File: src/rtl/dmc_pkg.sv
// Constants, field positions and state codes for the memory card cycle control
package dmc_pkg;
  // Clock and time base
  localparam int  CLK_FREQ_KHZ   = 40000;
  localparam int  CLK_PERIOD_NS  = 25;
  localparam real OSC_FREQ_KHZ   = 123.33;
  // Half period of the refresh oscillator, a longest time, rounded down
  localparam int  OSC_HALF_CYC   =
    int'($floor(real'(CLK_FREQ_KHZ) / (2.0 * OSC_FREQ_KHZ)));

  // Strobe timing, least times, rounded up to whole cycles
  localparam int  T_ROW_SETUP_NS = 100;
  localparam int  T_COL_SETUP_NS = 50;
  localparam int  T_COL_HOLD_NS  = 150;
  localparam int  T_SETTLE_NS    = 100;
  localparam int  T_REF_NS       = 250;
  localparam logic [7:0] ROW_CYC =
    8'((T_ROW_SETUP_NS + CLK_PERIOD_NS - 1) / CLK_PERIOD_NS);
  localparam logic [7:0] MUX_CYC =
    8'((T_COL_SETUP_NS + CLK_PERIOD_NS - 1) / CLK_PERIOD_NS);
  localparam logic [7:0] COL_CYC =
    8'((T_COL_HOLD_NS + CLK_PERIOD_NS - 1) / CLK_PERIOD_NS);
  localparam logic [7:0] SET_CYC =
    8'((T_SETTLE_NS + CLK_PERIOD_NS - 1) / CLK_PERIOD_NS);
  localparam logic [7:0] REF_CYC =
    8'((T_REF_NS + CLK_PERIOD_NS - 1) / CLK_PERIOD_NS);
  localparam int  DEF_TIMEOUT_CYC = 400;

  // Widths
  localparam int  ADDR_W    = 18;
  localparam int  DATA_W    = 16;
  localparam int  MUX_W     = 6;
  localparam int  REF_CNT_W = 7;
  localparam int  CARD_W    = 4;

  // Bus address fields
  localparam int  BYTE_SEL_BIT = 0;
  localparam int  COL_LSB      = 1;
  localparam int  ROW_LSB      = 7;
  localparam int  PAGE_BIT     = 13;
  localparam int  CARD_LSB     = 14;

  // Layout of the synchronised pin vector
  localparam int  PIN_W        = ADDR_W + DATA_W + 4 + CARD_W;
  localparam int  PIN_ADDR_LSB = DATA_W + 4 + CARD_W;
  localparam int  PIN_DATA_LSB = 4 + CARD_W;
  localparam int  PIN_AV       = CARD_W + 3;
  localparam int  PIN_WR       = CARD_W + 2;
  localparam int  PIN_BYTE     = CARD_W + 1;
  localparam int  PIN_PCLR     = CARD_W;

  // Reset values
  localparam logic [REF_CNT_W-1:0] REF_CNT_RST = 7'h00;

  typedef enum logic [7:0] {
    ST_IDLE   = 8'h01,
    ST_ROW    = 8'h02,
    ST_MUX    = 8'h04,
    ST_COL    = 8'h08,
    ST_SETTLE = 8'h10,
    ST_ACK    = 8'h20,
    ST_REF    = 8'h40,
    ST_FAIL   = 8'h80
  } dmc_state_t;
endpackage : dmc_pkg

File: src/rtl/dmc_cycle_ctrl.sv
// Read, write and refresh cycle control for the dynamic memory card
// Functional notes
// - Read start presents address bits 7..12 as row, picking one of 64.
// - After row, row_time switches mux to bits 1..6, then column strobe.
// - Word read enables both output halves, low byte through swap.
// - Byte read enables low half only; select bit picks stored byte.
// - Release of address valid drops acknowledge, enables, frees control.
// - Power-up clear pulse resets cycle timing and refresh state.
// - Word write stores 16 bits; byte write steers the selected byte.
// - Top four address lines must match switches to enable the card.
// - Row phase, no refresh, feeds address bits 7..12 as row.
// - Falling address valid on matching card starts one cycle only.
// - 7-bit refresh counter; bit 0 is tick, upper six are row.
// - Rising tick starts refresh when idle, else after current cycle.
// - Refresh holds refresh_active_n low, ignores requests, muxes counter.
// - Refresh drives both row and column strobes, no write or enable.
// - Refresh ends releasing strobes and refresh_active_n.
// - Refreshes step all 64 rows within two milliseconds, then wrap.
// - Address bit 13 high strobes page 0, low strobes page 1.
// - Word write pulses both write strobes; byte write pulses one.
// - Bus timeout asserted when a requested cycle cannot complete.
// - Refresh oscillator runs at 123.33 kHz.
`timescale 1ns/1ps
module dmc_cycle_ctrl #(
  parameter int TIMEOUT_CYC = dmc_pkg::DEF_TIMEOUT_CYC
) (
  // Clock and reset
  input  wire logic        CORE_CLK,
  input  wire logic        RST,
  // Processor bus inputs
  input  wire logic [17:0] BUS_ADDR_LINES,
  input  wire logic [15:0] BUS_DATA_IN,
  input  wire logic        ADDR_VALID_N,
  input  wire logic        WRITE_CMD_N,
  input  wire logic        BYTE_MODE_N,
  input  wire logic        POWERUP_CLEAR_N,
  input  wire logic [3:0]  CARD_SWITCH,
  // Processor bus outputs
  output logic      [15:0] BUS_DATA_OUT,
  output logic             LOW_OUT_EN_N,
  output logic             HIGH_OUT_EN_N,
  output logic             MEM_ACK_N,
  output logic             BUS_TIMEOUT_N,
  // Storage array
  input  wire logic [15:0] MEM_RD_DATA,
  output logic      [15:0] MEM_WR_DATA,
  output logic      [5:0]  DRAM_ROW_COL_ADDR,
  output logic      [1:0]  ROW_STROBE_N,
  output logic      [1:0]  COL_STROBE_N,
  output logic             ROW_TIME,
  output logic             REFRESH_ACTIVE_N,
  output logic             WRITE_LOW_N,
  output logic             WRITE_HIGH_N
);
  localparam logic [15:0] TOC_LAST = 16'(TIMEOUT_CYC - 1);

  //////////////////////////////////////////////////////////////////////////
  // Pin synchronisers: a bit changes once stages two and three agree
  logic [dmc_pkg::PIN_W-1:0] pin_in;
  logic [dmc_pkg::PIN_W-1:0] s1_r, s2_r, s3_r, flt_r, flt_nxt;

  assign pin_in = {BUS_ADDR_LINES, BUS_DATA_IN, ADDR_VALID_N, WRITE_CMD_N,
                   BYTE_MODE_N, POWERUP_CLEAR_N, CARD_SWITCH};

  always_comb begin
    flt_nxt = (~(s2_r ^ s3_r) & s3_r) | ((s2_r ^ s3_r) & flt_r);
  end

  // Idle bus lines are high, so everything resets high
  always_ff @(posedge CORE_CLK) begin
    if (RST) begin
      s1_r  <= '1;
      s2_r  <= '1;
      s3_r  <= '1;
      flt_r <= '1;
    end else begin
      s1_r  <= pin_in;
      s2_r  <= s1_r;
      s3_r  <= s2_r;
      flt_r <= flt_nxt;
    end
  end

  logic [17:0] addr;
  logic [15:0] wdata;
  logic        av_on, wr_on, byte_on, pclr, card_hit;

  assign addr    = flt_r[dmc_pkg::PIN_ADDR_LSB +: dmc_pkg::ADDR_W];
  assign wdata   = flt_r[dmc_pkg::PIN_DATA_LSB +: dmc_pkg::DATA_W];
  assign av_on   = !flt_r[dmc_pkg::PIN_AV];
  assign wr_on   = !flt_r[dmc_pkg::PIN_WR];
  assign byte_on = !flt_r[dmc_pkg::PIN_BYTE];
  assign pclr    = !flt_r[dmc_pkg::PIN_PCLR];
  assign card_hit = addr[dmc_pkg::CARD_LSB +: dmc_pkg::CARD_W] ==
                    flt_r[dmc_pkg::CARD_W-1:0];

  //////////////////////////////////////////////////////////////////////////
  // Refresh timing
  logic       ref_tick, ref_tick_r;
  logic [5:0] ref_row;

  dmc_refresh_gen u_refresh (
    .clk          (CORE_CLK),
    .rst          (RST),
    .clr          (pclr),
    .refresh_osc  (),
    .refresh_tick (ref_tick),
    .refresh_row  (ref_row)
  );

  // Byte steering toward the bus; select high returns the stored low byte
  function automatic logic [15:0] out_swap(input logic [15:0] d,
                                           input logic        bmode,
                                           input logic        bsel);
    if (!bmode) begin
      out_swap = d;
    end else begin
      out_swap = bsel ? {8'h00, d[7:0]} : {8'h00, d[15:8]};
    end
  endfunction : out_swap

  // Byte steering toward the array; the byte goes to both lanes so the
  // one write strobe that fires always sees it
  function automatic logic [15:0] in_swap(input logic [15:0] d,
                                          input logic        bmode,
                                          input logic        bsel);
    if (!bmode) begin
      in_swap = d;
    end else begin
      in_swap = bsel ? {d[15:8], d[15:8]} : {d[7:0], d[7:0]};
    end
  endfunction : in_swap

  //////////////////////////////////////////////////////////////////////////
  // Cycle sequencer
  dmc_pkg::dmc_state_t state_r, state_nxt;
  logic [7:0]  tmr_r, tmr_nxt;
  logic [15:0] toc_r, toc_nxt;
  logic        pend_r, pend_nxt;
  logic        served_r, served_nxt;
  logic        cwr_r, cwr_nxt, cbyte_r, cbyte_nxt;
  logic        csel_r, csel_nxt, cpage_r, cpage_nxt;
  logic        tick_rise, done, req, counting;

  assign tick_rise = ref_tick && !ref_tick_r;
  assign done      = (tmr_r == 8'h00);
  // Level plus served flag gives one cycle per falling address valid
  assign req       = av_on && card_hit && !served_r;
  assign counting  = (state_r == dmc_pkg::ST_IDLE && req) ||
                     state_r inside {dmc_pkg::ST_ROW, dmc_pkg::ST_MUX,
                                     dmc_pkg::ST_COL, dmc_pkg::ST_SETTLE};

  always_comb begin
    state_nxt  = state_r;
    tmr_nxt    = done ? tmr_r : 8'(tmr_r - 8'h01);
    toc_nxt    = counting ? 16'(toc_r + 16'h0001) : 16'h0000;
    pend_nxt   = pend_r || tick_rise;
    served_nxt = served_r && av_on;
    cwr_nxt    = cwr_r;
    cbyte_nxt  = cbyte_r;
    csel_nxt   = csel_r;
    cpage_nxt  = cpage_r;
    case (state_r)
      dmc_pkg::ST_IDLE: begin
        // Refresh first; a waiting request is served right after it
        if (pend_r) begin
          state_nxt = dmc_pkg::ST_REF;
          tmr_nxt   = dmc_pkg::REF_CYC;
          pend_nxt  = tick_rise;
        end else if (req && counting && toc_r == TOC_LAST) begin
          state_nxt  = dmc_pkg::ST_FAIL;
          served_nxt = 1'b1;
        end else if (req) begin
          state_nxt  = dmc_pkg::ST_ROW;
          tmr_nxt    = dmc_pkg::ROW_CYC;
          served_nxt = 1'b1;
          cwr_nxt    = wr_on;
          cbyte_nxt  = byte_on;
          csel_nxt   = addr[dmc_pkg::BYTE_SEL_BIT];
          cpage_nxt  = addr[dmc_pkg::PAGE_BIT];
        end
      end
      dmc_pkg::ST_ROW: begin
        if (done) begin
          state_nxt = dmc_pkg::ST_MUX;
          tmr_nxt   = dmc_pkg::MUX_CYC;
        end
      end
      dmc_pkg::ST_MUX: begin
        if (done) begin
          state_nxt = dmc_pkg::ST_COL;
          tmr_nxt   = dmc_pkg::COL_CYC;
        end
      end
      dmc_pkg::ST_COL: begin
        if (done) begin
          state_nxt = cwr_r ? dmc_pkg::ST_ACK : dmc_pkg::ST_SETTLE;
          tmr_nxt   = dmc_pkg::SET_CYC;
        end
      end
      dmc_pkg::ST_SETTLE: begin
        if (done) begin
          state_nxt = dmc_pkg::ST_ACK;
        end
      end
      dmc_pkg::ST_ACK: begin
        if (!av_on) begin
          state_nxt = dmc_pkg::ST_IDLE;
        end
      end
      dmc_pkg::ST_REF: begin
        if (done) begin
          state_nxt = dmc_pkg::ST_IDLE;
        end
      end
      dmc_pkg::ST_FAIL: begin
        if (!av_on) begin
          state_nxt = dmc_pkg::ST_IDLE;
        end
      end
      default: begin
        state_nxt = dmc_pkg::ST_IDLE;
      end
    endcase
    // Timeout can strike in the row, mux, column or settle step of a read or write
    if (counting && toc_r == TOC_LAST &&
        state_r != dmc_pkg::ST_IDLE) begin
      state_nxt = dmc_pkg::ST_FAIL;
    end
    if (pclr) begin
      state_nxt  = dmc_pkg::ST_IDLE;
      tmr_nxt    = 8'h00;
      toc_nxt    = 16'h0000;
      pend_nxt   = 1'b0;
      served_nxt = av_on;
    end
  end

  //////////////////////////////////////////////////////////////////////////
  // Output decode from the next state, read data from the current one, so every output is a flip-flop
  logic [15:0] dout_nxt, mwd_nxt;
  logic [5:0]  maddr_nxt;
  logic [1:0]  ras_nxt, cas_nxt;
  logic        row_time_nxt, refn_nxt, wrl_nxt, wrh_nxt;
  logic        oel_nxt, oeh_nxt, ack_nxt, tmo_nxt;
  logic        in_row, in_col, rd_out;

  always_comb begin
    in_row = state_nxt inside {dmc_pkg::ST_ROW, dmc_pkg::ST_MUX,
                               dmc_pkg::ST_COL};
    in_col = state_nxt inside {dmc_pkg::ST_MUX, dmc_pkg::ST_COL};
    rd_out = !cwr_nxt && state_nxt inside {dmc_pkg::ST_COL,
                       dmc_pkg::ST_SETTLE, dmc_pkg::ST_ACK};
    row_time_nxt = !in_col;
    refn_nxt = state_nxt != dmc_pkg::ST_REF;
    if (!refn_nxt) begin
      maddr_nxt = ref_row;
    end else if (!row_time_nxt) begin
      maddr_nxt = addr[dmc_pkg::COL_LSB +: dmc_pkg::MUX_W];
    end else begin
      maddr_nxt = addr[dmc_pkg::ROW_LSB +: dmc_pkg::MUX_W];
    end
    if (!refn_nxt) begin
      ras_nxt = 2'b00;
    end else if (in_row) begin
      ras_nxt = cpage_nxt ? 2'b10 : 2'b01;
    end else begin
      ras_nxt = 2'b11;
    end
    cas_nxt = (!refn_nxt || state_nxt == dmc_pkg::ST_COL) ?
              2'b00 : 2'b11;
    wrl_nxt = 1'b1;
    wrh_nxt = 1'b1;
    if (cwr_nxt && state_nxt == dmc_pkg::ST_COL) begin
      wrl_nxt = cbyte_nxt && !csel_nxt;
      wrh_nxt = cbyte_nxt && csel_nxt;
    end
    oel_nxt  = !rd_out;
    oeh_nxt  = !(rd_out && !cbyte_nxt);
    ack_nxt  = state_nxt != dmc_pkg::ST_ACK;
    tmo_nxt  = state_nxt != dmc_pkg::ST_FAIL;
    dout_nxt = BUS_DATA_OUT;
    if (!cwr_r && state_r == dmc_pkg::ST_COL) begin
      dout_nxt = out_swap(MEM_RD_DATA, cbyte_r, csel_r);
    end
    mwd_nxt = in_swap(wdata, cbyte_nxt, csel_nxt);
  end

  always_ff @(posedge CORE_CLK) begin
    if (RST) begin
      state_r           <= dmc_pkg::ST_IDLE;
      tmr_r             <= 8'h00;
      toc_r             <= 16'h0000;
      pend_r            <= 1'b0;
      served_r          <= 1'b0;
      ref_tick_r        <= 1'b0;
      cwr_r             <= 1'b0;
      cbyte_r           <= 1'b0;
      csel_r            <= 1'b0;
      cpage_r           <= 1'b0;
      BUS_DATA_OUT      <= 16'h0000;
      MEM_WR_DATA       <= 16'h0000;
      DRAM_ROW_COL_ADDR <= 6'h00;
      ROW_STROBE_N      <= 2'h3;
      COL_STROBE_N      <= 2'h3;
      ROW_TIME          <= 1'b1;
      REFRESH_ACTIVE_N  <= 1'b1;
      WRITE_LOW_N       <= 1'b1;
      WRITE_HIGH_N      <= 1'b1;
      LOW_OUT_EN_N      <= 1'b1;
      HIGH_OUT_EN_N     <= 1'b1;
      MEM_ACK_N         <= 1'b1;
      BUS_TIMEOUT_N     <= 1'b1;
    end else begin
      state_r           <= state_nxt;
      tmr_r             <= tmr_nxt;
      toc_r             <= toc_nxt;
      pend_r            <= pend_nxt;
      served_r          <= served_nxt;
      ref_tick_r        <= ref_tick;
      cwr_r             <= cwr_nxt;
      cbyte_r           <= cbyte_nxt;
      csel_r            <= csel_nxt;
      cpage_r           <= cpage_nxt;
      BUS_DATA_OUT      <= dout_nxt;
      MEM_WR_DATA       <= mwd_nxt;
      DRAM_ROW_COL_ADDR <= maddr_nxt;
      ROW_STROBE_N      <= ras_nxt;
      COL_STROBE_N      <= cas_nxt;
      ROW_TIME          <= row_time_nxt;
      REFRESH_ACTIVE_N  <= refn_nxt;
      WRITE_LOW_N       <= wrl_nxt;
      WRITE_HIGH_N      <= wrh_nxt;
      LOW_OUT_EN_N      <= oel_nxt;
      HIGH_OUT_EN_N     <= oeh_nxt;
      MEM_ACK_N         <= ack_nxt;
      BUS_TIMEOUT_N     <= tmo_nxt;
    end
  end

  //////////////////////////////////////////////////////////////////////////
  // Checks
  chk_row_addr: assert property (@(posedge CORE_CLK) disable iff (RST)
    $rose(state_r == dmc_pkg::ST_ROW) |-> ROW_TIME &&
      DRAM_ROW_COL_ADDR == $past(addr[12:7]))
    else $error("row address not from bits 7 to 12");
  chk_col_phase: assert property (@(posedge CORE_CLK) disable iff (RST)
    state_r == dmc_pkg::ST_ROW && state_nxt == dmc_pkg::ST_MUX
      |=> !ROW_TIME && COL_STROBE_N == 2'b11 ##[1:8] COL_STROBE_N == 2'b00)
    else $error("column phase order wrong");
  chk_read_en: assert property (@(posedge CORE_CLK) disable iff (RST)
    state_r == dmc_pkg::ST_SETTLE |-> !LOW_OUT_EN_N &&
      (HIGH_OUT_EN_N == cbyte_r))
    else $error("read output enables wrong");
  chk_ack_settle: assert property (@(posedge CORE_CLK) disable iff (RST)
    $fell(MEM_ACK_N) && !cwr_r |->
      $past(state_r, 1) == dmc_pkg::ST_SETTLE && !LOW_OUT_EN_N)
    else $error("read acknowledged before settling");
  chk_release: assert property (@(posedge CORE_CLK) disable iff (RST)
    state_r == dmc_pkg::ST_ACK && !av_on && !pclr |=>
      MEM_ACK_N && LOW_OUT_EN_N && HIGH_OUT_EN_N)
    else $error("release did not end the cycle");
  chk_card_hit: assert property (@(posedge CORE_CLK) disable iff (RST)
    $rose(state_r == dmc_pkg::ST_ROW) |-> $past(card_hit) && $past(av_on))
    else $error("cycle started on unaddressed card");
  chk_ref_start: assert property (@(posedge CORE_CLK) disable iff (RST)
    pend_r && state_r == dmc_pkg::ST_IDLE && !pclr |=>
      state_r == dmc_pkg::ST_REF)
    else $error("pending refresh not started");
  chk_ref_strobe: assert property (@(posedge CORE_CLK) disable iff (RST)
    state_r == dmc_pkg::ST_REF |-> !REFRESH_ACTIVE_N &&
      ROW_STROBE_N == 2'b00 && COL_STROBE_N == 2'b00 && WRITE_LOW_N &&
      WRITE_HIGH_N && LOW_OUT_EN_N && HIGH_OUT_EN_N)
    else $error("refresh strobes wrong");
  chk_ref_end: assert property (@(posedge CORE_CLK) disable iff (RST)
    $fell(state_r == dmc_pkg::ST_REF) |-> REFRESH_ACTIVE_N &&
      ROW_STROBE_N == 2'b11 && COL_STROBE_N == 2'b11)
    else $error("refresh end did not release strobes");
  chk_page_sel: assert property (@(posedge CORE_CLK) disable iff (RST)
    state_r == dmc_pkg::ST_ROW |-> ROW_STROBE_N == {cpage_r, !cpage_r})
    else $error("wrong page strobed");
  chk_wr_strobe: assert property (@(posedge CORE_CLK) disable iff (RST)
    state_r == dmc_pkg::ST_COL && cwr_r |->
      (!WRITE_LOW_N != (cbyte_r && !csel_r)) &&
      (!WRITE_HIGH_N != (cbyte_r && csel_r)))
    else $error("write strobes wrong");
  chk_timeout: assert property (@(posedge CORE_CLK) disable iff (RST)
    $fell(BUS_TIMEOUT_N) |-> $past(toc_r) == TOC_LAST)
    else $error("timeout at wrong count");
  chk_pclr: assert property (@(posedge CORE_CLK) disable iff (RST)
    pclr |=> state_r == dmc_pkg::ST_IDLE && !pend_r)
    else $error("power-up clear ignored");
endmodule : dmc_cycle_ctrl

File: src/rtl/dmc_refresh_gen.sv
// Refresh oscillator divider and 7-bit refresh counter
`timescale 1ns/1ps
module dmc_refresh_gen (
  // Clock and reset
  input  wire logic       clk,
  input  wire logic       rst,
  input  wire logic       clr,
  // Refresh timing
  output logic            refresh_osc,
  output logic            refresh_tick,
  output logic [5:0]      refresh_row
);
  logic [7:0] div_r, div_nxt;
  logic       osc_r, osc_nxt;
  logic [6:0] cnt_r, cnt_nxt;
  logic       osc_rise;

  assign osc_rise     = (div_r == 8'(dmc_pkg::OSC_HALF_CYC - 1)) && !osc_r;
  assign refresh_osc  = osc_r;
  assign refresh_tick = cnt_r[0];
  assign refresh_row  = cnt_r[6:1];

  always_comb begin
    div_nxt = 8'(div_r + 8'h01);
    osc_nxt = osc_r;
    cnt_nxt = cnt_r;
    if (div_r == 8'(dmc_pkg::OSC_HALF_CYC - 1)) begin
      div_nxt = 8'h00;
      osc_nxt = !osc_r;
    end
    // Free-running: wraps 127 to 0, so rows step 0..63 forever
    if (osc_rise) begin
      cnt_nxt = 7'(cnt_r + 7'h01);
    end
    if (clr) begin
      div_nxt = 8'h00;
      osc_nxt = 1'b0;
      cnt_nxt = dmc_pkg::REF_CNT_RST;
    end
  end

  always_ff @(posedge clk) begin
    if (rst) begin
      div_r <= 8'h00;
      osc_r <= 1'b0;
      cnt_r <= dmc_pkg::REF_CNT_RST;
    end else begin
      div_r <= div_nxt;
      osc_r <= osc_nxt;
      cnt_r <= cnt_nxt;
    end
  end

  chk_cnt_step: assert property (@(posedge clk) disable iff (rst)
    osc_rise && !clr |=> cnt_r == 7'($past(cnt_r) + 7'h01))
    else $error("refresh counter did not step");
  chk_osc_half: assert property (@(posedge clk)
    disable iff (rst || clr)
    $rose(osc_r) && !clr |=> osc_r [*8])
    else $error("refresh oscillator half period too short");
endmodule : dmc_refresh_gen

File: config.mk
export PLATFORM = sky130hd
export DESIGN_NAME = dmc_cycle_ctrl
export DESIGN_NICKNAME = d
export VERILOG_FILES = /design/src/rtl/dmc_pkg.sv /design/src/rtl/dmc_cycle_ctrl.sv /design/src/rtl/dmc_refresh_gen.sv
export SDC_FILE = /design/constraint.sdc
export NUM_CORES = 1
export LEC_CHECK = 0
export ABC_AREA = 1
export ABC_CLOCK_PERIOD_IN_PS = 4680
export BUFFER_PORTS_ARGS = -buffer_cell sky130_fd_sc_hd__buf_2
export CORE_MARGIN = 2
export CORE_UTILIZATION = 45
export CTS_CLUSTER_DIAMETER = 120
export DETAILED_ROUTE_END_ITERATION = 8
export GPL_TIMING_DRIVEN = 1
export HOLD_SLACK_MARGIN = 0.06
export PLACE_DENSITY_LB_ADDON = 0.12
export SYNTH_ARGS = -nofsm -noshare
export SYNTH_HDL_FRONTEND = slang
export SYNTH_SLANG_ARGS = --single-unit
export TNS_END_PERCENT = 10
File: constraint.sdc
create_clock -name CORE_CLK -period 4.68 [get_ports CORE_CLK]
set_input_delay 0.234 -clock CORE_CLK [delete_from_list [all_inputs] [get_ports CORE_CLK]]
set_output_delay 0.234 -clock CORE_CLK [all_outputs]
set_load 0.01 [all_outputs]
==> impl_metrics.toml, run 1 <==
[outcome]
status = "complete, no violations"

[sta]
fmax_mhz = 444.5
finalSetupViolations = 0
timing.final.crit_share_pct = 48.07
period_needed_ns = 2.250
worst_hold_slack_ns = 0.2875
slew_viol_final = 0
worstMarginPinSlew_ns = 0.9901
rsz0062_at_grt = "no"
hold_viol_final = 0
skew_ns = 0.01007
slew_headroom_pct = 33.92
fin_setup_tns_ns = 0

[layout]
fillers = 1904
fin_nets = 1354
final_cell_mix = "272 x dfxtp_1, 195 x nand2_1, 127 x or2_2, 109 x nor2_1, 108 x buf_2"
layout-area-overhead-vs-synth_pct = 25.21
final_common_cell = "dfxtp_1"
drive_above_1_share_pct = 23.89
n_antenna_cell = 0

[logic_synthesis]
yosys.area.top_type = "dfxtp_1"
synth_top_area_share_pct = 56.85
async_flop_share_pct = 0
ys_seq_area_share_pct = 56.85
avgSynthCellArea_um2 = 8.606
synth_edf_count = 0
synth_ff_type = "dfxtp_1"
synth_cell_types = 44
netlist_area_um2 = 9578
syn_inst = 1113
synthTopCellsByArea = "dfxtp_1 57%, or2_2 8.3%, nand2_1 7.6%"
syn_nets = 1179
synth-warning-count = 0
synth_seq_cells = 272

[clock_tree]
cts_setup_buffers = 0
cts_root_buf = "clkbuf_16"
cts_buffers = 28
hold_buffers = 66
htree_levels = 1
cts_tree = "built"
clk_latency_ns = 0.53
clockBufferDepth = 3
cts.sinks = 272
cts_resized = 0
path_clk_slew_ns = 0.06

[global_route]
grt_antenna_before_repair = 0
grt_pass1_vias = 6601
grt_first_pass_wirelength_mm = 30.93
grt-ovfl-total = 0
grt.total_usage_pct = 16.66
grt_max_degree = 97

[critical_path]
required_ns = 5.15
crit_fanout = 10
worstPathArrival_ns = 2.72
path_class = "reg -> reg"
startpoint_type = "flop"
endpoint_kind = "flop"

[floorplanning]
row_count = 53
dieArea_um2 = 22470
fp.dieH_um = 149.9
io_pins = 110
die_x_um = 149.9
initial_utilization_pct = 45.71
design.core.area_um2 = 20960

[pwr]
p_seq_share_pct = 47.1
pwr-share-clk_pct = 44.8
report.power.total_mw = 5.203
power.internal_mw = 4.049
leakagePower_nw = 5.286
p_comb_share_pct = 8.1
switching_share_pct = 22.18
power.density_nw_per_um2 = 433.9
p_sw_mw = 1.154
vdd_drop_max_v = 0.0002966

[routing]
drt_iter0_drc = 397
dr.pass1.iters = 5
detail-route-antenna-nets = 0
detail_route.wl_per_cell_um = 11.75
wl_mm = 18.63
via_per_inst = 4.536
route.detailed.drc = 0
vias = 7190

[placed_design]
dp_hpwl_mm = 12.32
gp_congestion = 0.8509
portBuffers = 109

[worst_hold_path]
hp-class = "in -> reg"

[run]
drv_cap = 0
-- metal layers --
metal	global-route usage (%)	up-vias	wire length, um
met3	3.445	30	919
met5	0	-	0
met2	26.85	129	8135
met4	4.434	0	357
li1	-	3898	-
met1	22.78	3133	9216
-- logic make-up after synthesis --
group	synth area share (%)
AND/OR/NAND/NOR	26.90
flip-flops	56.85
AO/OA/AOI/OAI	8.935
buffers and inverters	5.330
XOR/XNOR	1.097
adder cells (fa/ha/maj)	0.7838
multiplexers	0.1045
-- cell type report --
| cell class | instances | area, um2 | area share, % |
|---|---|---|---|
| timing repair buffer | 177 | 1224 | 10.20 |
| multi-input combinational | 713 | 3622 | 30.20 |
| tap | 275 | 344.1 | 2.869 |
| inverter | 96 | 360.3 | 3.005 |
| clock buffer | 40 | 827.0 | 6.896 |
| sequential | 272 | 5445 | 45.40 |
| clock inverter | 12 | 170.2 | 1.419 |
-- through the flow --
step | worst slack, ns | cells | util, % | instance area, um2
2_1_floorplan | 2.735 | 1113 | - | 9578
3_3_place_gp | 2.455 | 1467 | 49.32 | 10330
3_5_place_dp | 2.453 | 1467 | 49.32 | 10330
4_1_cts | 2.431 | 1585 | 57.23 | 11990
5_1_grt | 2.153 | 1585 | 57.23 | 11990
6_report | 2.430 | 1585 | 57.23 | 11990
-- worst max-delay path, cell delays in order, from the launching register on --
cell and delay (ns):
dfxtp_1 0.30, inv_1 0.09, ha_1 0.21, nand2_1 0.13
nor2_4 0.25, inv_2 0.14, nand2_1 0.13, nand2_1 0.10
o211ai_2 0.43, inv_2 0.16, nand2_1 0.09, nand3_1 0.07
nand2_1 0.09
-- synthesized netlist by cell type (all sizes together), types with 2 or more instances --
cell	number
o211ai	2
nand3	48
ha	6
o21ai	73
or2	128
nand2	207
xor2	9
a21oi	70
xnor2	3
clkbuf	27
buf	5
nand4	8
nor3	13
o21a	2
nor2	116
dfxtp	272
nor3b	6
inv	95
nor4	2
a31oi	10
-- path summary, 6_finish.rpt --
check / startpoint / to / slack [ns] / depth (start not counted)
worst max-delay path: tmr_r[0]$_SDFF_PP0_ / DRAM_ROW_COL_ADDR[4]$_SDFF_PP0_ / 2.43 / 12
worst min-delay path: RST / state_r[1]$_SDFF_PP0_ / 0.29 / 2
worst min register to register: s1_r[22]$_SDFF_PP1_ / s2_r[22]$_SDFF_PP1_ / 0.40 / 1
worst max register to register: tmr_r[0]$_SDFF_PP0_ / DRAM_ROW_COL_ADDR[4]$_SDFF_PP0_ / 2.43 / 12
-- power groups by stage --
| stage | sequential [mW] | combinational, mW | clock [mW] |
|---|---|---|---|
| global placement | 2.50 | 0.385 | 0 |
| CTS | 2.45 | 0.424 | 2.39 |
| floorplan | 2.49 | 0.293 | 0 |
| detailed placement | 2.50 | 0.385 | 0 |
| finish | 2.45 | 0.423 | 2.33 |
| global route | 2.46 | 0.497 | 2.48 |
Note: power is estimated with default switching activity, not from simulation.
==> run 2, diff against run 1 <==
--- a/config.mk
+++ b/config.mk
@@ -6,7 +6,7 @@
 export NUM_CORES = 1
 export LEC_CHECK = 0
 export ABC_AREA = 1
-export ABC_CLOCK_PERIOD_IN_PS = 4680
+export ABC_CLOCK_PERIOD_IN_PS = 2200
 export BUFFER_PORTS_ARGS = -buffer_cell sky130_fd_sc_hd__buf_2
 export CORE_MARGIN = 2
 export CORE_UTILIZATION = 45
==> constraint.sdc (replaced) <==
create_clock -name CORE_CLK -period 2.2 [get_ports CORE_CLK]
set_input_delay 0.11 -clock CORE_CLK [delete_from_list [all_inputs] [get_ports CORE_CLK]]
set_output_delay 0.11 -clock CORE_CLK [all_outputs]
set_load 0.01 [all_outputs]
==> run 2 against run 1 <==
Clock power is 110% higher. Fmax is 9.3% higher. First-iteration DRC count is 21% lower. Worst hold slack better by 0.0036 ns. Clock skew is 0.0027 ns lower. Sequential share of layout area is 0.87 points lower.
==> impl_metrics.toml, run 2 (synthesized netlist as in run 1, its figures left out) <==
[outcome]
status = "complete, no violations"

[global_route]
grt_antenna_before_repair = 0
grt_pass1_vias = 6849
grt.total_usage_pct = 17.50
grt_first_pass_wirelength_mm = 32.17
grt_max_degree = 126
grt-ovfl-total = 0

[critical_path]
path_class = "reg -> reg"
required_ns = 2.67
reg2reg_slack_ns = 0.14
endpoint_kind = "flop"
crit_fanout = 13
worstPathArrival_ns = 2.53
startpoint_type = "flop"

[floorplanning]
dieArea_um2 = 22470
row_count = 53
initial_utilization_pct = 45.71
die_x_um = 149.9
fp.dieH_um = 149.9
io_pins = 110
design.core.area_um2 = 20960

[sta]
timing.final.crit_share_pct = 93.59
hold_viol_final = 0
period_needed_ns = 2.059
finalSetupViolations = 0
fin_setup_tns_ns = 0
fmax_mhz = 485.7
slew_headroom_pct = 65.44
slew_viol_final = 0
skew_ns = 0.007328
worst_hold_slack_ns = 0.2911
worstMarginPinSlew_ns = 0.5177
rsz0062_at_grt = "no"

[pwr]
leakagePower_nw = 5.408
p_seq_share_pct = 46.8
pwr-share-clk_pct = 44.6
power.internal_mw = 8.610
power.density_nw_per_um2 = 910.4
switching_share_pct = 22.66
vdd_drop_max_v = 0.0006068
p_sw_mw = 2.522
p_comb_share_pct = 8.5

[clock_tree]
path_clk_slew_ns = 0.06
clk_latency_ns = 0.53
cts_root_buf = "clkbuf_16"
cts_tree = "built"
cts.sinks = 272
cts_buffers = 28
clockBufferDepth = 3
htree_levels = 1

[placed_design]
place_inst = 1484
dp_hpwl_mm = 13.24
portBuffers = 109
gp_congestion = 0.8960

[layout]
fin_cells = 1607
n_antenna_cell = 0
drive_above_1_share_pct = 25.83
final_common_cell = "dfxtp_1"
fin_nets = 1376
final_cell_mix = "272 x dfxtp_1, 195 x nand2_1, 127 x or2_2, 109 x buf_2, 107 x nor2_1"
layout-area-overhead-vs-synth_pct = 27.67

[routing]
dr.pass1.iters = 5
via_per_inst = 4.672
vias = 7508
detail_route.wl_per_cell_um = 12.36
drt_iter0_drc = 315
wl_mm = 19.86
detail-route-antenna-nets = 0
route.detailed.drc = 0

[run]
drv_cap = 0

[worst_hold_path]
hp-class = "in -> reg"
run 2: power by group through the flow:
stage,sequential [mW],combinational [mW],clock (mW)
after floorplan,5.30,0.623,0
after global placement,5.32,0.843,0
after detailed placement,5.32,0.843,0
after CTS,5.21,0.930,5.09
after global routing,5.23,1.09,5.31
final,5.21,0.950,4.97
run 2: metrics by stage:
stage / utilization (%) / setup slack (ns) / total power [mW] / cell area [um2]
floorplan: - / 0.2549 / 5.927 / 9578
global placement: 50.05 / 0.01501 / 6.163 / 10490
detailed placement: 50.05 / 0.04855 / 6.164 / 10490
CTS: 57.97 / 0.01569 / 11.23 / 12150
global route: 58.35 / 0.002651 / 11.64 / 12230
finish: 58.35 / 0.1411 / 11.13 / 12230
run 2: area by class of cell:
type | count | area (um2)
Tap cell | 275 | 344.1
Clock inverter | 16 | 196.4
Sequential cell | 272 | 5445
Fill cell | 1902 | 8727
Multi-Input combinational cell | 713 | 3661
Inverter | 96 | 360.3
Timing Repair Buffer | 199 | 1419
Clock buffer | 36 | 802.0
run 2: worst paths after layout:
check                        startpoint                            to  cells after the start
setup / recovery  state_r[5]$_SDFF_PP0_  BUS_DATA_OUT[4]$_SDFFE_PP0P_                      9
hold / removal           BUS_DATA_IN[3]           s1_r[11]$_SDFF_PP1_                      3
setup reg to reg  state_r[5]$_SDFF_PP0_  BUS_DATA_OUT[4]$_SDFFE_PP0P_                      9
hold reg to reg      s1_r[5]$_SDFF_PP1_            s2_r[5]$_SDFF_PP1_                      1
run 2: routing by layer:
metal | wire length (um) | track usage [%] | vias to the layer above
li1 | - | - | 3937
met1 | 9364 | 23.64 | 3380
met2 | 9251 | 28.56 | 157
met3 | 821 | 2.988 | 34
met4 | 421 | 5.660 | 0
met5 | 0 | 0 | -
run 2: repair_timing:
action,in CTS,in global routing
buffers inserted,0,4
gates resized for setup,0,11
endpoints found under the hold margin,68,0
endpoints found under the setup margin,0,40
hold buffers,66,0
run 2: critical path, stage by stage (launching register included):
cell	delay (ns)
dfxtp_1	0.35
nor2_4	0.17
nand2_4	0.10
nor2_4	0.17
inv_2	0.08
nor2_4	0.12
buf_6	0.17
o21ai_0	0.10
a31oi_1	0.17
dlygate4sd3_1	0.56
==> run 3, diff against run 2 <==
--- a/config.mk
+++ b/config.mk
@@ -6,10 +6,11 @@
 export NUM_CORES = 1
 export LEC_CHECK = 0
 export ABC_AREA = 1
-export ABC_CLOCK_PERIOD_IN_PS = 2200
+export ABC_CLOCK_PERIOD_IN_PS = 1850
 export BUFFER_PORTS_ARGS = -buffer_cell sky130_fd_sc_hd__buf_2
-export CORE_MARGIN = 2
+export CORE_MARGIN = 10
 export CORE_UTILIZATION = 45
+export CTS_BUF_LIST = sky130_fd_sc_hd__clkbuf_16
 export CTS_CLUSTER_DIAMETER = 120
 export DETAILED_ROUTE_END_ITERATION = 8
 export GPL_TIMING_DRIVEN = 1
==> constraint.sdc (replaced) <==
create_clock -name CORE_CLK -period 1.85 [get_ports CORE_CLK]
set_input_delay 0.0925 -clock CORE_CLK [delete_from_list [all_inputs] [get_ports CORE_CLK]]
set_output_delay 0.0925 -clock CORE_CLK [all_outputs]
set_load 0.01 [all_outputs]
==> run 3 against run 2 <==
The run now ends with setup timing left. Clock skew up 0.0070 ns. Critical path depth is 5 higher. Clock-buffer cell count fell by 7. Total power rose by 19%. First-iteration DRC count increased by 10%. Fmax increased by 5.4%. Core utilization up 3.7 points. Global-route usage fell by 2.5 points.
==> impl_metrics.toml, run 3 (synthesized netlist as in run 1, its figures left out) <==
[routing]
via_per_inst = 4.590
dr.pass1.iters = 6
route.detailed.drc = 0
detail-route-antenna-nets = 0
detail_route.wl_per_cell_um = 13.11
vias = 7683
drt_iter0_drc = 347
wl_mm = 21.95

[critical_path]
cp_num_cells = 14
crit_fanout = 8
path_cells = "ha_4 > nand2_4 > inv_2 > nand2_2 > or2_4 > nor3_4 > nand2_4 > buf_6 > nand4_1 > nand2_4 > nand2_4 > nand2_1 > nand2_1 > nor2_1"
rr_endpoint = "MEM_WR_DATA[5]$_SDFF_PP0_"
worstPathArrival_ns = 2.38
reg2reg_depth = 14
crit_slowest_cell = "dfxtp_2"
max_stage_delay_ns = 0.35
cp_common_cell = "nand2_4"
path_class = "reg -> reg"
startpoint_type = "flop"
crit_buf_inv = 2
endpoint_kind = "flop"
path_delay_family = "simple AND/OR/NAND/NOR gates"
crit_path_end = "MEM_WR_DATA[5]$_SDFF_PP0_"
r2r_start = "toc_r[0]$_SDFF_PP0_"
reg2reg_slack_ns = -0.10
required_ns = 2.28
crit_start = "toc_r[0]$_SDFF_PP0_"

[worst_hold_path]
min_from = "BUS_DATA_IN[3]"
min_path_cells = 3
hp-class = "in -> reg"

[global_route]
busiest_layer = "met2"
grt_max_degree = 125
grt_first_pass_wirelength_mm = 35.85
grt-ovfl-total = 0
grt_util_met2_pct = 24.93
grt_antenna_before_repair = 0
grtUsageMet1_pct = 19.11
grt_pass1_vias = 7410
grt.total_usage_pct = 15.05
grtUsageMet3_pct = 3.124

[floorplanning]
dieArea_um2 = 27520
initial_utilization_pct = 45.71
die_x_um = 165.9
row_count = 53
design.core.area_um2 = 20960
fp.dieH_um = 165.9
io_pins = 110

[sta]
worst_hold_slack_ns = 0.2735
slew_headroom_pct = 71.32
skew_ns = 0.01436
hold_viol_final = 0
fmax_mhz = 512.1
rsz0062_at_grt = "yes"
period_needed_ns = 1.953
final.setup.worst_slack_ns = -0.1029
timing.final.crit_share_pct = 105.6
worstMarginPinSlew_ns = 0.4302
finalSetupViolations = 28
slew_viol_final = 0

[layout]
fin_cells = 1674
layout-area-overhead-vs-synth_pct = 35.66
final_cell_area_um2 = 12990
drive_above_1_share_pct = 33.67
final_common_cell = "dfxtp_1"
final_cell_mix = "260 x dfxtp_1, 178 x nand2_1, 127 x or2_2, 108 x buf_2, 96 x nor2_1"
fin_nets = 1443
n_antenna_cell = 0
fin_util_pct = 62.01
fillers = 1828

[outcome]
violations = "setup timing"
status = "complete, but fails checks"

[pwr]
leakagePower_nw = 5.770
vdd_drop_max_v = 0.0007681
power.density_nw_per_um2 = 1021

[clock_tree]
clockBufferDepth = 3
path_clk_slew_ns = 0.06
cts_buffers = 28
cts_root_buf = "clkbuf_16"
cts_tree = "built"
cts.sinks = 272
htree_levels = 1
clk_latency_ns = 0.53

[placed_design]
portBuffers = 109
place_inst = 1539
gp_congestion = 0.8406
placed_cell_area_um2 = 10920
dp_hpwl_mm = 14.50

[run]
drv_cap = 0
## run 3: cell types whose count changed in the layout (fill, tap and decap cells not counted), moves of 7 or more
cell / previous run / this run
buf_4: 20 / 88
nand2_1: 195 / 178
nand2_2: 7 / 20
dfxtp_1: 272 / 260
dfxtp_2: 0 / 11
nor2_1: 107 / 96
clkinv_1: 1 / 9
dlygate4sd3_1: 66 / 59
## run 3: area by class of cell
type	count	area, um2	share of cell area (%)
clock inverter	23	235.2	1.810
inverter	96	360.3	2.773
clock buffer	29	725.7	5.585
tap	275	344.1	2.648
timing repair buffer	262	1888	14.53
sequential	272	5463	42.04
multi-input combinational	717	3978	30.61
## run 3: worst min-delay path by stage
stage	end	slack, ns
floorplan	s1_r[0]$_SDFF_PP1_	0.20
global placement	s1_r[31]$_SDFF_PP1_	0.27
detailed placement	s1_r[22]$_SDFF_PP1_	0.28
CTS	s1_r[22]$_SDFF_PP1_	0.26
global route	s1_r[36]$_SDFF_PP1_	0.27
finish	s1_r[11]$_SDFF_PP1_	0.27
## run 3: power breakdown
part	total, mW	internal [mW]	leakage, nW	switching [mW]
clock	5.75	3.53	0.488	2.22
combinational	1.34	0.676	3.05	0.660
sequential	6.19	6.08	2.23	0.108
total	13.3	10.3	5.77	2.99
## run 3: metal layers
| metal | vias up | wire, um |
|---|---|---|
| li1 | 4077 | - |
| met1 | 3427 | 10210 |
| met2 | 134 | 10090 |
| met3 | 45 | 1031 |
| met4 | 0 | 617 |
| met5 | - | 0 |
## run 3: timing repair
item | 4_1_cts | 5_1_grt
pin swaps | 6 | 23
hold endpoints to repair | 72 | 0
gates resized for setup | 35 | 62
endpoints found under the setup margin | 49 | 70
gates cloned | 3 | 1
hold buffers | 59 | 0
setup buffers | 8 | 12
## run 3: worst register-to-register path, delay by kind of cell (launching register included)
kind                     cells  cell delay (ns)
adder cells (fa/ha/maj)      1             0.15
buffers and inverters        2             0.19
flip-flops                   1             0.35
AND/OR/NAND/NOR             11             1.17
## run 3: stage by stage
stage	setup WS [ns]	TNS, ns	power (mW)
floorplan	-0.007420	-0.007420	7.049
global placement	-0.1649	-4.291	7.506
detailed placement	-0.1874	-5.214	7.518
CTS	-0.1146	-1.581	13.38
global route	-0.2622	-7.945	13.84
finish	-0.1029	-2.028	13.27
